$ cat src/cdsf_pkg.sv
// Purpose: Shared constants for the per-channel diagnostic status machine
// Assumes: Status codes are 3 bits per channel
// Notes:   Codes are fixed by the status encoding
package cdsf_pkg;
	localparam logic [2:0] CDSF_ST_LATCHED  = 3'h0;
	localparam logic [2:0] CDSF_ST_BATT     = 3'h1;
	localparam logic [2:0] CDSF_ST_GND      = 3'h2;
	localparam logic [2:0] CDSF_ST_OPEN     = 3'h3;
	localparam logic [2:0] CDSF_ST_DONE     = 3'h4;
	localparam logic [2:0] CDSF_ST_NO_BATT  = 3'h5;
	localparam logic [2:0] CDSF_ST_NO_OFF   = 3'h6;
	localparam logic [2:0] CDSF_ST_NOT_DONE = 3'h7;
	localparam int         CDSF_CODE_W      = 3;
	localparam int         CDSF_SYNC_W      = 2;
endpackage

$ cat src/cdsf_top.sv
// Purpose: Per-channel 3-bit priority-encoded diagnostic status state machine
// Assumes: Diagnostic results arrive as one-cycle pulses from timer logic
//          on clk_sys; core enable, input and supply levels are async pins
// Notes:   Pulse logic marks completion only after blanking/filter timers
`timescale 1ns/10ps
module cdsf_top #(
	parameter int NCH = 6
) (
	input  wire logic                   clk_sys,
	input  wire logic                   srst,
	input  wire logic                   por_ok,
	input  wire logic                   master_reset_n,
	input  wire logic                   output_enable_n,
	input  wire logic                   load_supply_ok,
	input  wire logic [NCH-1:0]         channel_parallel_input,
	input  wire logic [NCH-1:0]         channel_serial_gate_bit,
	input  wire logic [NCH-1:0]         latch_off_mode,
	input  wire logic [NCH-1:0]         on_pulse_req,
	input  wire logic [NCH-1:0]         off_pulse_req,
	input  wire logic [NCH-1:0]         unlatch,
	input  wire logic                   status_read,
	input  wire logic [NCH-1:0]         diag_done,
	input  wire logic [NCH-1:0]         short_to_battery,
	input  wire logic [NCH-1:0]         short_to_ground,
	input  wire logic [NCH-1:0]         open_load_fault,
	input  wire logic [NCH-1:0]         on_clean,
	input  wire logic [NCH-1:0]         off_clean,
	output logic      [3*NCH-1:0]       status_code,
	output logic      [NCH-1:0]         on_diag_start,
	output logic      [NCH-1:0]         off_diag_start,
	output logic                        uv_recover,
	output logic                        core_active
);
	initial begin
		if (NCH < 1 || NCH > 16) $error("cdsf_top: NCH out of range");
	end

	localparam int SW = cdsf_pkg::CDSF_SYNC_W;
	localparam int LW = 3 + 2 * NCH;

	// Two-flop synchronisers for pins: {por & rst_n, en_n, load_ok, in, gate}
	logic [LW-1:0] pin_raw;
	logic [LW-1:0] s1_r, s2_r, s1_nxt, s2_nxt;
	logic [LW-1:0] prev_r, prev_nxt;
	assign pin_raw = {por_ok & master_reset_n, output_enable_n, load_supply_ok,
		channel_parallel_input, channel_serial_gate_bit};
	always_comb begin
		s1_nxt   = pin_raw;
		s2_nxt   = s1_r;
		prev_nxt = s2_r;
	end
	always_ff @(posedge clk_sys) begin
		if (srst) begin
			s1_r   <= '0;
			s2_r   <= '0;
			prev_r <= '0;
		end else begin
			s1_r   <= s1_nxt;
			s2_r   <= s2_nxt;
			prev_r <= prev_nxt;
		end
	end

	logic           live, en_n, en_n_q, ld_ok, ld_ok_q;
	logic [NCH-1:0] in_s, in_q, g_s, g_q;
	assign live    = s2_r[LW-1];
	assign en_n    = s2_r[LW-2];
	assign en_n_q  = prev_r[LW-2];
	assign ld_ok   = s2_r[LW-3];
	assign ld_ok_q = prev_r[LW-3];
	assign in_s    = s2_r[2*NCH-1:NCH];
	assign in_q    = prev_r[2*NCH-1:NCH];
	assign g_s     = s2_r[NCH-1:0];
	assign g_q     = prev_r[NCH-1:0];

	logic en_fall, en_rise;
	assign en_fall = en_n_q & ~en_n;
	assign en_rise = ~en_n_q & en_n;

	// Per-channel state and pending-fault hold for read collisions
	logic [2:0]     code_r   [NCH];
	logic [2:0]     code_nxt [NCH];
	logic [NCH-1:0] pend_b_r, pend_g_r, pend_o_r, pend_on_r, pend_off_r;
	logic [NCH-1:0] pend_b_nxt, pend_g_nxt, pend_o_nxt, pend_on_nxt, pend_off_nxt;
	logic [NCH-1:0] ons_nxt, offs_nxt;
	logic           uvr_nxt;

	always_comb begin
		logic b, g, o, onc, offc, pulse;
		logic [2:0] c;
		b = 1'b0;
		g = 1'b0;
		o = 1'b0;
		onc = 1'b0;
		offc = 1'b0;
		pulse = 1'b0;
		c = cdsf_pkg::CDSF_ST_NOT_DONE;
		// Needs live a cycle earlier too: no false recovery just after reset
		uvr_nxt = live & prev_r[LW-1] & ld_ok & ~ld_ok_q;
		for (int i = 0; i < NCH; i++) begin
			ons_nxt[i]  = live & ((en_fall & (in_s[i] | g_s[i]))
				| (~en_n & ~(in_q[i] | g_q[i]) & (in_s[i] | g_s[i]))
				| (~en_n & on_pulse_req[i]));
			offs_nxt[i] = live & ld_ok & ((en_fall & ~in_s[i] & ~g_s[i])
				| (~en_n & in_q[i] & ~in_s[i] & ~g_s[i])
				| (~en_n & g_q[i] & ~g_s[i] & ~in_s[i])
				| (~en_n & off_pulse_req[i]));
			// Results count only with diag_done, i.e. after timers end
			b    = (diag_done[i] & short_to_battery[i]) | pend_b_r[i];
			g    = (diag_done[i] & short_to_ground[i] & ld_ok) | pend_g_r[i];
			o    = (diag_done[i] & open_load_fault[i] & ld_ok) | pend_o_r[i];
			onc  = (diag_done[i] & on_clean[i]) | pend_on_r[i];
			offc = (diag_done[i] & off_clean[i] & ld_ok) | pend_off_r[i];
			pulse = on_pulse_req[i] | off_pulse_req[i];
			c = code_r[i];
			pend_b_nxt[i] = 1'b0;
			pend_g_nxt[i] = 1'b0;
			pend_o_nxt[i] = 1'b0;
			pend_on_nxt[i] = 1'b0;
			pend_off_nxt[i] = 1'b0;
			if (status_read) begin
				// Read first; fresh results held one cycle
				pend_b_nxt[i] = b;
				pend_g_nxt[i] = g;
				pend_o_nxt[i] = o;
				pend_on_nxt[i] = onc;
				pend_off_nxt[i] = offc;
				if (code_r[i] == cdsf_pkg::CDSF_ST_BATT && latch_off_mode[i])
					c = cdsf_pkg::CDSF_ST_LATCHED;
				else if (code_r[i] != cdsf_pkg::CDSF_ST_LATCHED)
					c = cdsf_pkg::CDSF_ST_NOT_DONE;
			end else begin
				unique case (code_r[i])
					cdsf_pkg::CDSF_ST_LATCHED: begin
						// Held until unlatch, enable re-cycle or pulse
						if (pulse | unlatch[i] | en_rise) c = cdsf_pkg::CDSF_ST_NOT_DONE;
					end
					cdsf_pkg::CDSF_ST_BATT: ;
					cdsf_pkg::CDSF_ST_GND: begin
						if (b) c = cdsf_pkg::CDSF_ST_BATT;
					end
					cdsf_pkg::CDSF_ST_OPEN: begin
						if (b) c = cdsf_pkg::CDSF_ST_BATT;
						else if (g) c = cdsf_pkg::CDSF_ST_GND;
					end
					cdsf_pkg::CDSF_ST_DONE, cdsf_pkg::CDSF_ST_NO_BATT,
					cdsf_pkg::CDSF_ST_NO_OFF: begin
						if (b) c = cdsf_pkg::CDSF_ST_BATT;
						else if (g) c = cdsf_pkg::CDSF_ST_GND;
						else if (o) c = cdsf_pkg::CDSF_ST_OPEN;
						else if ((code_r[i] == cdsf_pkg::CDSF_ST_NO_BATT && offc) ||
							(code_r[i] == cdsf_pkg::CDSF_ST_NO_OFF && onc))
							c = cdsf_pkg::CDSF_ST_DONE;
					end
					cdsf_pkg::CDSF_ST_NOT_DONE: begin
						if (!en_n) begin
							if (b) c = cdsf_pkg::CDSF_ST_BATT;
							else if (g) c = cdsf_pkg::CDSF_ST_GND;
							else if (o) c = cdsf_pkg::CDSF_ST_OPEN;
							else if (onc) c = cdsf_pkg::CDSF_ST_NO_BATT;
							else if (offc) c = cdsf_pkg::CDSF_ST_NO_OFF;
						end
					end
				endcase
			end
			if (!live) begin
				c = cdsf_pkg::CDSF_ST_NOT_DONE;
				pend_b_nxt[i] = 1'b0;
				pend_g_nxt[i] = 1'b0;
				pend_o_nxt[i] = 1'b0;
				pend_on_nxt[i] = 1'b0;
				pend_off_nxt[i] = 1'b0;
			end
			code_nxt[i] = c;
		end
	end

	always_ff @(posedge clk_sys) begin
		if (srst) begin
			for (int i = 0; i < NCH; i++) code_r[i] <= cdsf_pkg::CDSF_ST_NOT_DONE;
			pend_b_r       <= '0;
			pend_g_r       <= '0;
			pend_o_r       <= '0;
			pend_on_r      <= '0;
			pend_off_r     <= '0;
			on_diag_start  <= '0;
			off_diag_start <= '0;
			uv_recover     <= 1'b0;
			core_active    <= 1'b0;
		end else begin
			for (int i = 0; i < NCH; i++) code_r[i] <= code_nxt[i];
			pend_b_r       <= pend_b_nxt;
			pend_g_r       <= pend_g_nxt;
			pend_o_r       <= pend_o_nxt;
			pend_on_r      <= pend_on_nxt;
			pend_off_r     <= pend_off_nxt;
			on_diag_start  <= ons_nxt;
			off_diag_start <= offs_nxt;
			uv_recover     <= uvr_nxt;
			core_active    <= live;
		end
	end

	// Output is the code array flattened; register-driven
	always_comb begin
		for (int i = 0; i < NCH; i++) status_code[3*i +: 3] = code_r[i];
	end
endmodule

$ cat config.mk
export PLATFORM = sky130hd
export DESIGN_NAME = cdsf_top
export DESIGN_NICKNAME = d
export VERILOG_FILES = /design/src/cdsf_pkg.sv /design/src/cdsf_top.sv
export SDC_FILE = /design/constraint.sdc
export NUM_CORES = 1
export LEC_CHECK = 0
export ABC_CLOCK_PERIOD_IN_PS = 2100
export BUFFER_PORTS_ARGS = -buffer_cell sky130_fd_sc_hd__buf_4
export CAP_MARGIN = 30
export CORE_MARGIN = 2
export CORE_UTILIZATION = 40
export CTS_CLUSTER_DIAMETER = 50
export DETAILED_ROUTE_END_ITERATION = 8
export GPL_TIMING_DRIVEN = 1
export SYNTH_ARGS = -nofsm -noshare
export SYNTH_HDL_FRONTEND = slang
export SYNTH_SLANG_ARGS = --single-unit
$ cat constraint.sdc
create_clock -name clk_sys -period 2.1 [get_ports clk_sys]
set_input_delay 0.105 -clock clk_sys [delete_from_list [all_inputs] [get_ports clk_sys]]
set_output_delay 0.105 -clock clk_sys [all_outputs]
set_load 0.005 [all_outputs]
==> reports/results.md, run 1 <==
• power density over the cells: 645 nW/um^2
• CP Data Required Time: 2.36 ns
• CP max-delay cell: sky130_fd_sc_hd__dlygate4sd3_1
• post-synthesis to final-layout area growth: 33.6%
• worst stage delay on the critical path: 0.54 ns
• total number of yosys warnings: 0
• fraction of layout instances using a drive strength above 1: 21.5%
• highest achievable clock rate: 545 MHz
• number of DRC violations after detailed routing: 0
• adder and majority cell fraction of the synthesized area: 0%
• initial core utilization: 41.1%
• syn avg cell area: 8.47 sq um
• total nets after synthesis: 608
• half-perimeter wire length after detailed placement: 8570 microns
• transition at the pin with the smallest max-transition slack: 0.501 ns
• number of core rows: 38
• Final Power: 0.00386 W
• number of buffer and inverter stages on the critical path: 2
• register bit count reported by yosys: 106
• area of the placeable core: 10,900 sq um
• post-DR wirelength/cell: 15.0 microns
• Setup crit start kind: primary input
• proportion of power drawn by the clock network: 34.5%
• worst endpoint data arrival time: 2.09 ns
• main combinational cell family by area after synthesis: compound AO/OA/AOI/OAI gates
• worst hold path type: primary input to register
• die boundary height: 110 microns
• number of antenna cells inserted: 0
• final worst path period need: 1.83 ns
• number of vias after detailed routing: 4,302
• switching share of power: 25.4%
• cell family with the largest share of critical-path delay: compound AO/OA/AOI/OAI gates
• crit-path max FO: 4
• number of enable flip-flop cells after synthesis: 0
• crit path kind: primary input to register
• peak supply drop: 0.000372 V
• total wire length: 12,100 microns
• area of the die: 12,100 sq um
• share of synthesized cell area in and, or, nand and nor gates: 22.9%
• worst-case clock buffer depth: 2
• Ports: 111
• max-cap viol count: 0
• aggregate global routing overflow: 0
• number of CTS-inserted buffers: 9
• XOR/XNOR Fraction of Synth Area: 0.196%
• setup clock skew after layout: 0.0123 ns
• CTS Sinks: 106
• post-DR vias/cell: 5.31
• list of cells traversed by the critical path: dlygate4sd3_1 > buf_4 > a211oi_1 > nand3_1 > o311ai_2 > a21oi_1 > a221o_1
• horizontal die dimension: 110 microns
• wire length of the first global-routing pass: 19,400 microns
• Leakage: 2.57 nW
• DRT antenna net count: 0
• RePlAce Congestion: 0.867
• outcome: complete, no violations
• mux contribution to synthesized area: 0.894%
• Internal Power: 0.00288 W
• unrepaired setup endpoints after global routing: no
• Slew Limit Headroom: 66.5%
• vias in the first global route: 4,268
• first-pass iteration count of the detailed router: 6
• number of standard cells after synthesis: 529
• Max H-tree Level: 3
• cell type with the highest aggregate area in the netlist: sky130_fd_sc_hd__dfxtp_1
• complex-gate fraction of the synthesized area: 23.9%
• Primary FF master, synth: sky130_fd_sc_hd__dfxtp_1
• clock tree root buffer cell: sky130_fd_sc_hd__clkbuf_8
• sequential-to-total area share from yosys stat: 47.4%
• All-Layer GR Usage: 20.6%
• total setup violations reported at the end of the flow: 0
• worst-skew pair later-pin latency: 0.37 ns
• CTS tree: yes
• number of DRC markers in iteration 0: 234
• clock-pin slew on the worst setup and hold paths: 0.11 ns
• combinational share of power: 11.9%
• crit path capture type: register
• Synth cell types: 55
• sequential fraction of design power: 53.6%
• pin count of the biggest net entering global routing: 45
• synthesized area: 4480 sq um
• share of the synthesized area in the top cell type: 47.4%
• switching component of the power: 0.000980 W
• fin crit share: 87.3%
• accumulated negative setup slack: 0 ns
• initial antenna violation count: 0
• final max-slew violation count: 0
• fraction of registers with async set/reset: 0%
• number of I/O port buffers: 110
• net count of the finished layout: 744
• ranking of synthesized cells by area: sky130_fd_sc_hd__dfxtp_1, sky130_fd_sc_hd__nor2_1, sky130_fd_sc_hd__nor2b_1, sky130_fd_sc_hd__a21oi_1, sky130_fd_sc_hd__a31oi_1
• Final Hold Vio Count: 0
[layer usage]
metal	up-vias	routed length, microns	GRT usage (%)
li1	2166	-	-
met4	0	253	9.04
met2	121	5900	34.4
met3	22	506	3.73
met5	-	0	0
met1	1993	5480	25.7
[power by group through the flow]
stage	Combinational [W]	Sequential [W]	Clock, W
6_report	0.000459	0.00207	0.00133
5_1_grt	0.000506	0.00208	0.00146
4_1_cts	0.000458	0.00207	0.00137
3_5_place_dp	0.000403	0.00212	0
3_3_place_gp	0.000398	0.00212	0
2_1_floorplan	0.000220	0.00211	0
[final cells by class]
| class | instances | area (sq um) |
|---|---|---|
| Multi-Input combinational cell | 373 | 2150 |
| Tap cell | 140 | 175 |
| Clock inverter | 6 | 78.8 |
| Sequential cell | 106 | 2120 |
| Clock buffer | 10 | 128 |
| Fill cell | 1003 | 4900 |
| Timing Repair Buffer | 156 | 1260 |
| Inverter | 19 | 71.3 |
[final timing paths]
kind | startpoint | end | slack [ns] | cells after the start
max | short_to_battery[1] | code_r[1][0] | 0.27 | 7
min | off_clean[2] | pend_off_r[2] | 0.03 | 3
max reg2reg | code_r[3][1] | code_r[3][2] | 0.27 | 5
min reg2reg | prev_r[12] | uv_recover | 0.40 | 1
[tightest hold or removal path, cell delays in order]
cell                      delay [ns]
sky130_fd_sc_hd__buf_4          0.08
sky130_fd_sc_hd__a31oi_1        0.10
sky130_fd_sc_hd__nor2_1         0.08
[placed cells by master (no fill, tap or decap), types with 4 or more instances in the layout]
cell                            netlist  layout
sky130_fd_sc_hd__buf_4                2     120
sky130_fd_sc_hd__nand3_1             10      10
sky130_fd_sc_hd__o211ai_1            14      14
sky130_fd_sc_hd__nor3_1              23      23
sky130_fd_sc_hd__a21o_1               8       8
sky130_fd_sc_hd__dlygate4sd3_1        0      36
sky130_fd_sc_hd__nor2b_1             45      45
sky130_fd_sc_hd__dfxtp_1            106     106
sky130_fd_sc_hd__mux2i_1              4       4
sky130_fd_sc_hd__inv_1               18      18
sky130_fd_sc_hd__a211oi_1             6       6
sky130_fd_sc_hd__nand2b_1             5       5
sky130_fd_sc_hd__nand2_1             28      28
sky130_fd_sc_hd__a21oi_1             38      38
sky130_fd_sc_hd__a21boi_0             5       5
sky130_fd_sc_hd__nand4_1              8       8
sky130_fd_sc_hd__o311ai_1             4       4
sky130_fd_sc_hd__and3_1               6       6
sky130_fd_sc_hd__o21ai_0             25      25
sky130_fd_sc_hd__clkbuf_8             0       9
sky130_fd_sc_hd__o31ai_1              4       4
sky130_fd_sc_hd__o22ai_1              7       7
sky130_fd_sc_hd__a31oi_1             20      20
sky130_fd_sc_hd__nor2_1              75      75
[cell usage after synthesis (6+ instances only)]
cell,count
sky130_fd_sc_hd__nand4_1,8
sky130_fd_sc_hd__nor2b_1,45
sky130_fd_sc_hd__buf_2,6
sky130_fd_sc_hd__o211ai_1,14
sky130_fd_sc_hd__nand3_1,10
sky130_fd_sc_hd__a21o_1,8
sky130_fd_sc_hd__a211oi_1,6
sky130_fd_sc_hd__clkbuf_1,20
sky130_fd_sc_hd__and3_1,6
sky130_fd_sc_hd__inv_1,18
sky130_fd_sc_hd__nand2_1,28
sky130_fd_sc_hd__nor3_1,23
sky130_fd_sc_hd__o22ai_1,7
sky130_fd_sc_hd__o21ai_0,25
sky130_fd_sc_hd__nor2_1,75
sky130_fd_sc_hd__a21oi_1,38
sky130_fd_sc_hd__dfxtp_1,106
sky130_fd_sc_hd__a31oi_1,20
[kinds of logic (layout without fill, tap and decap cells)]
logic type,Yosys count,count (layout)
buf+inv,50,191
mux,4,4
xor+xnor,1,1
compound gates,159,159
simple gates,209,209
flops,106,106
[sequential cells by signal (all words and copies together) (netlist names), 15 cells and up]
| register | count |
|---|---|
| prev_nxt | 15 |
| s1_r | 15 |
| code_r | 18 |
| prev_r | 15 |
[stage by stage]
step | worst slack [ns] | area (sq um) | hold WS (ns) | cells | util (%)
finish | 0.266 | 5980 | 0.0251 | 810 | 55.0
global route | 0.0704 | 5980 | 0.0137 | 810 | 55.0
CTS | 0.221 | 5980 | 0.00509 | 810 | 54.9
detailed placement | 0.257 | 5420 | 0.320 | 758 | 49.7
global placement | 0.366 | 5420 | 0.317 | 758 | 49.7
floorplan | 0.402 | 4480 | 0.177 | 529 | -
[timing repair]
action,4_1_cts,5_1_grt
hold endpoints to repair,35,0
buffers inserted,0,0
endpoints found under the setup margin,0,3
resized for setup,0,1
hold buffers,36,0
(Power assumes the default switching activity.)
==> inputs of run 2 (changes only) <==
--- a/config.mk
+++ b/config.mk
@@ -6,12 +6,12 @@
 export NUM_CORES = 1
 export LEC_CHECK = 0
 export ABC_CLOCK_PERIOD_IN_PS = 2100
-export BUFFER_PORTS_ARGS = -buffer_cell sky130_fd_sc_hd__buf_4
 export CAP_MARGIN = 30
 export CORE_MARGIN = 2
 export CORE_UTILIZATION = 40
 export CTS_CLUSTER_DIAMETER = 50
 export DETAILED_ROUTE_END_ITERATION = 8
+export DONT_BUFFER_PORTS = 1
 export GPL_TIMING_DRIVEN = 1
 export SYNTH_ARGS = -nofsm -noshare
 export SYNTH_HDL_FRONTEND = slang
==> run 2 against run 1 <==
First-iteration DRC count increased by 30%. Maximum frequency decreased by 2.4%. Via count decreased by 6.3%. Critical path type unchanged. Utilization decreased by 4.2 points. Clock power increased by 6%. Hold slack improved by 0.0030 ns. Total power decreased by 0.18%. Highest routed layer unchanged. Sequential share of layout area increased by 3.0 points. Combinational power decreased by 20%. Largest power group unchanged. Critical endpoint is now code_r[3][0].
==> reports/results.md, run 2 (synthesized netlist as in run 1, its figures left out) <==
• outcome: complete, no violations
• peak supply drop: 0.000636 V
• post-DR wirelength/cell: 16.5 microns
• unrepaired setup endpoints after global routing: no
• net count of the finished layout: 667
• Ports: 111
• Max H-tree Level: 3
• total setup violations reported at the end of the flow: 0
• Setup crit start kind: primary input
• list of cells traversed by the critical path: dlygate4sd3_1 > a21oi_1 > nand2_1 > a2111oi_2 > a2111oi_0 > o21ai_2 > mux2i_1
• aggregate global routing overflow: 0
• met2 Resource Use GR: 33.7%
• clock-pin slew on the worst setup and hold paths: 0.11 ns
• sequential cell area: 2120 sq um
• number of DRC violations after detailed routing: 0
• crit-path max FO: 5
• area of the placeable core: 10,900 sq um
• global-route met1 utilization: 25.9%
• accumulated negative setup slack: 0 ns
• post-synthesis to final-layout area growth: 23.4%
• grt peak-use layer: met2
• CTS Sinks: 106
• Leakage: 2.19 nW
• most frequent standard cell in the layout excluding fill and tap cells: sky130_fd_sc_hd__dfxtp_1
• All-Layer GR Usage: 20.5%
• highest achievable clock rate: 532 MHz
• wire length of the first global-routing pass: 19,100 microns
• fraction of layout instances using a drive strength above 1: 6.41%
• RePlAce Congestion: 0.899
• CP max-delay cell: sky130_fd_sc_hd__dlygate4sd3_1
• power density over the cells: 698 nW/um^2
• CTS tree: yes
• final max-slew violation count: 0
• vias in the first global route: 3,926
• most used cells in the layout excluding fill and tap cells: sky130_fd_sc_hd__dfxtp_1, sky130_fd_sc_hd__nor2_1, sky130_fd_sc_hd__dlygate4sd3_1
• number of CTS-inserted buffers: 9
• crit path capture type: register
• die boundary height: 110 microns
• DRT antenna net count: 0
• number of DRC markers in iteration 0: 304
• number of vias after detailed routing: 4,029
• half-perimeter wire length after detailed placement: 8120 microns
• horizontal die dimension: 110 microns
• crit path kind: primary input to register
• worst endpoint data arrival time: 2.21 ns
• Hold Path Stages: 4
• Final Hold Vio Count: 0
• max-cap viol count: 0
• Filler cells: 1,016
• Slew Limit Headroom: 64.7%
• CP Data Required Time: 2.43 ns
• met3 usage in global routing: 5.16%
• initial core utilization: 41.1%
• worst-skew pair later-pin latency: 0.40 ns
• register name with the most flops: code_r
• combined area of the multi-input logic cells: 2150 sq um
• number of core rows: 38
• flip-flop count of the largest register, all copies and words added: 18
• final worst path period need: 1.88 ns
• post-DR vias/cell: 5.49
• worst hold path type: primary input to register
• total wire length: 12,100 microns
• worst-case clock buffer depth: 2
• clock tree root buffer cell: sky130_fd_sc_hd__clkbuf_8
• count of buffers added by post-CTS timing repair for setup: 0
• worst slack on hold paths: 0.0280 ns
• setup clock skew after layout: 0.0156 ns
• initial antenna violation count: 0
• first-pass iteration count of the detailed router: 4
• fin crit share: 89.5%
• Worst Reg2Reg Path Length in Cells: 6
• number of I/O port buffers: 0
• area of the die: 12,100 sq um
• worst stage delay on the critical path: 0.62 ns
• transition at the pin with the smallest max-transition slack: 0.516 ns
• pin count of the biggest net entering global routing: 46
-- run 2: cell count changes in the layout (fill, tap and decap cells not counted) --
cell                            previous run  this run
sky130_fd_sc_hd__clkbuf_1                  1         0
sky130_fd_sc_hd__buf_4                   120        11
sky130_fd_sc_hd__inv_6                     2         0
sky130_fd_sc_hd__a2111oi_0                 0         1
sky130_fd_sc_hd__buf_12                    0         1
sky130_fd_sc_hd__dlygate4sd3_1            36        67
sky130_fd_sc_hd__clkinv_8                  0         3
sky130_fd_sc_hd__dfxtp_1                 106       105
sky130_fd_sc_hd__diode_2                   0         1
sky130_fd_sc_hd__a2111oi_1                 1         0
sky130_fd_sc_hd__dfxtp_2                   0         1
-- run 2: metrics by stage --
| step | power, W | setup slack [ns] | util, % | instance area, sq um | std cells |
|---|---|---|---|---|---|
| final | 0.00385 | 0.221 | 50.7 | 5530 | 734 |
| after global routing | 0.00402 | 0.0920 | 50.7 | 5520 | 733 |
| after CTS | 0.00389 | 0.128 | 50.7 | 5520 | 733 |
| after detailed placement | 0.00236 | 0.153 | 42.2 | 4600 | 649 |
| after global placement | 0.00235 | 0.263 | 42.2 | 4600 | 649 |
| after floorplan | 0.00233 | 0.402 | - | 4480 | 529 |
-- run 2: final timing paths --
check	from	end	slack, ns
max reg2reg	prev_nxt[12]	code_r[1][0]	0.25
min	status_read	code_r[2][1]	0.03
min reg2reg	prev_r[12]	uv_recover	0.41
max	diag_done[3]	code_r[3][0]	0.22
-- run 2: cell type report --
cell class	instances	area share, %
diodes	1	0.0453
clock inverters	7	1.99
flip-flops and latches	106	38.4
inverters	19	1.29
well taps	140	3.17
clock buffers	9	2.24
multi-input cells	373	38.8
repair buffers	79	14.0
-- run 2: what timing repair did --
| action | CTS | global route |
|---|---|---|
| gates resized for setup | 0 | 1 |
| hold endpoints to repair | 94 | 0 |
| endpoints found under the setup margin | 0 | 5 |
| hold buffers | 68 | 0 |
-- run 2: metal layers --
metal  vias up  routed length, microns
met2       113                    5830
met3        18                     742
met5         -                       0
met4         0                     179
li1       2017                       -
met1      1881                    5380
-- run 2: where the power goes --
part           switching [W]  internal [W]  total (W)
clock network       0.000814      0.000600    0.00141
logic               0.000171      0.000196   0.000367
registers          0.0000251       0.00205    0.00207
total                0.00101       0.00284    0.00385
-- run 2: critical path: cells and delay by family --
kind	cells	cell delay (ns)
buf+inv	1	0.62
mux	1	0.21
simple gates	1	0.16
compound gates	4	1.11
==> inputs of run 3 (changes only) <==
--- a/config.mk
+++ b/config.mk
@@ -13,6 +13,7 @@
 export DETAILED_ROUTE_END_ITERATION = 8
 export DONT_BUFFER_PORTS = 1
 export GPL_TIMING_DRIVEN = 1
+export PLACE_DENSITY = 0.56
 export SYNTH_ARGS = -nofsm -noshare
 export SYNTH_HDL_FRONTEND = slang
 export SYNTH_SLANG_ARGS = --single-unit
==> run 3 against run 2 <==
Final cell count shrank 0.41%. Count of clock-buffer cells in the layout up 1. Non-clock buffer count fell by 2. Maximum frequency fell by 0.67%. Hold slack improved by 0.00086 ns. Largest cell class unchanged. Largest power group unchanged.
==> reports/results.md, run 3 (synthesized netlist as in run 1, its figures left out) <==
• outcome: complete, no violations
• post-synthesis to final-layout area growth: 22.3%
• initial core utilization: 41.1%
• total setup violations reported at the end of the flow: 0
• Setup crit start kind: primary input
• setup clock skew after layout: 0.00968 ns
• Worst Reg2Reg Path Length in Cells: 7
• highest achievable clock rate: 529 MHz
• net count of the finished layout: 665
• CP max-delay cell: sky130_fd_sc_hd__dlygate4sd3_1
• number of vias after detailed routing: 4,165
• met3 usage in global routing: 4.98%
• pin count of the biggest net entering global routing: 46
• number of buffer and inverter stages on the critical path: 1
• horizontal die dimension: 110 microns
• DRT antenna net count: 0
• worst endpoint data arrival time: 2.21 ns
• peak supply drop: 0.000427 V
• combinational share of power: 9.8%
• most used cells in the layout excluding fill and tap cells: sky130_fd_sc_hd__dfxtp_1, sky130_fd_sc_hd__nor2_1, sky130_fd_sc_hd__dlygate4sd3_1
• Slew Limit Headroom: 59.1%
• Gates resized, CTS repair: 0
• post-DR vias/cell: 5.70
• Post-Place Setup Slack: 0.232 ns
• switching component of the power: 0.000927 W
• clock-pin slew on the worst setup and hold paths: 0.11 ns
• met2 Resource Use GR: 33.2%
• number of CTS-inserted buffers: 9
• RePlAce Congestion: 0.876
• half-perimeter wire length after detailed placement: 8140 microns
• number of DRC markers in iteration 0: 333
• post-route setup slack: 0.209 ns
• die boundary height: 110 microns
• Leakage: 2.17 nW
• Max H-tree Level: 3
• Ports: 111
• All-Layer GR Usage: 21.3%
• worst reg-to-reg setup slack: 0.22 ns
• crit path capture type: register
• most frequent standard cell in the layout excluding fill and tap cells: sky130_fd_sc_hd__dfxtp_1
• max-cap viol count: 0
• worst-skew pair later-pin latency: 0.38 ns
• critical path capture point: code_r[3][2]
• Crit. path cell count: 7
• number of core rows: 38
• unrepaired setup endpoints after global routing: no
• fin crit share: 90.1%
• proportion of power drawn by the clock network: 35.3%
• aggregate global routing overflow: 0
• register name with the most flops: code_r
• power density over the cells: 688 nW/um^2
• initial antenna violation count: 0
• final max-slew violation count: 0
• first-pass iteration count of the detailed router: 5
• Internal Power: 0.00284 W
• Filler cells: 1,051
• worst-case clock buffer depth: 2
• sequential fraction of design power: 55.0%
• crit path kind: primary input to register
• CP Data Required Time: 2.42 ns
• CTS Sinks: 106
• total wire length: 12,300 microns
• global-route met1 utilization: 28.7%
• crit-path max FO: 5
• CTS tree: yes
• Final Hold Vio Count: 0
• flip-flop count of the largest register, all copies and words added: 18
• cell family with the largest share of critical-path delay: compound AO/OA/AOI/OAI gates
• transition at the pin with the smallest max-transition slack: 0.605 ns
• vias in the first global route: 3,993
• wire length of the first global-routing pass: 19,800 microns
• final worst path period need: 1.89 ns
• Reg2Reg Launch Point: prev_nxt[12]
• worst stage delay on the critical path: 0.63 ns
• switching share of power: 24.6%
• fraction of layout instances using a drive strength above 1: 6.09%
• area of the placeable core: 10,900 sq um
• clock tree root buffer cell: sky130_fd_sc_hd__clkbuf_8
• list of cells traversed by the critical path: dlygate4sd3_1 > a21oi_1 > nand2_1 > a2111oi_2 > a2111oi_0 > o21ai_2 > mux2i_1
• worst r2r dst: code_r[5][0]
• worst hold path type: primary input to register
• source of the critical timing path: diag_done[3]
• accumulated negative setup slack: 0 ns
• grt peak-use layer: met2
• number of I/O port buffers: 0
• post-DR wirelength/cell: 16.8 microns
• area of the die: 12,100 sq um
• number of antenna cells inserted: 0
• number of DRC violations after detailed routing: 0
## run 3: metal layers
metal / share of wire, % / vias up
met5: 0 / -
met4: 1.4 / 0
met3: 7.2 / 14
met2: 45 / 138
met1: 47 / 2002
li1: - / 2011
## run 3: power by group through the flow
| stage | clock network (W) | registers, W | logic [W] |
|---|---|---|---|
| floorplan | 0 | 0.00211 | 0.000220 |
| global placement | 0 | 0.00212 | 0.000235 |
| detailed placement | 0 | 0.00212 | 0.000237 |
| CTS | 0.00137 | 0.00207 | 0.000365 |
| global route | 0.00146 | 0.00208 | 0.000406 |
| finish | 0.00133 | 0.00207 | 0.000368 |
## run 3: worst min-delay path, delay by kind of cell
kind / cells / cell delay (ns)
AO/OA/AOI/OAI: 2 / 0.16
AND/OR/NAND/NOR: 2 / 0.12
## run 3: what timing repair did
action | 4_1_cts | 5_1_grt
hold buffers | 67 | 0
buffers inserted | 0 | 0
hold endpoints to repair | 93 | 0
## run 3: cell type report
cell class	count	area, sq um	area share [%]
Clock inverter	6	70.1	1.28
Sequential cell	106	2120	38.7
Timing Repair Buffer	77	756	13.8
Multi-Input combinational cell	373	2150	39.2
Inverter	19	71.3	1.30
Tap cell	140	175	3.20
Clock buffer	10	138	2.51
## run 3: worst min-delay path by stage
stage,startpoint,slack (ns),end,cells after the start
2_1_floorplan,srst,0.18,prev_r[0],1
3_3_place_gp,srst,0.18,prev_r[11],1
3_5_place_dp,srst,0.18,prev_nxt[11],1
4_1_cts,short_to_battery[0],0.0005,code_r[0][1],3
5_1_grt,short_to_battery[0],0.02,code_r[0][1],3
6_report,status_read,0.03,code_r[2][1],4
## run 3: metrics by stage
stage          utilization, %  hold WS (ns)  cell area, sq um  total power, W  instances
4_1_cts                  50.3      0.000490              5480         0.00381        731
5_1_grt                  50.3        0.0197              5480         0.00395        731
2_1_floorplan               -         0.177              4480         0.00233        529
3_3_place_gp             42.2         0.180              4590         0.00235        648
6_report                 50.3        0.0289              5480         0.00377        731
3_5_place_dp             42.2         0.181              4590         0.00235        648
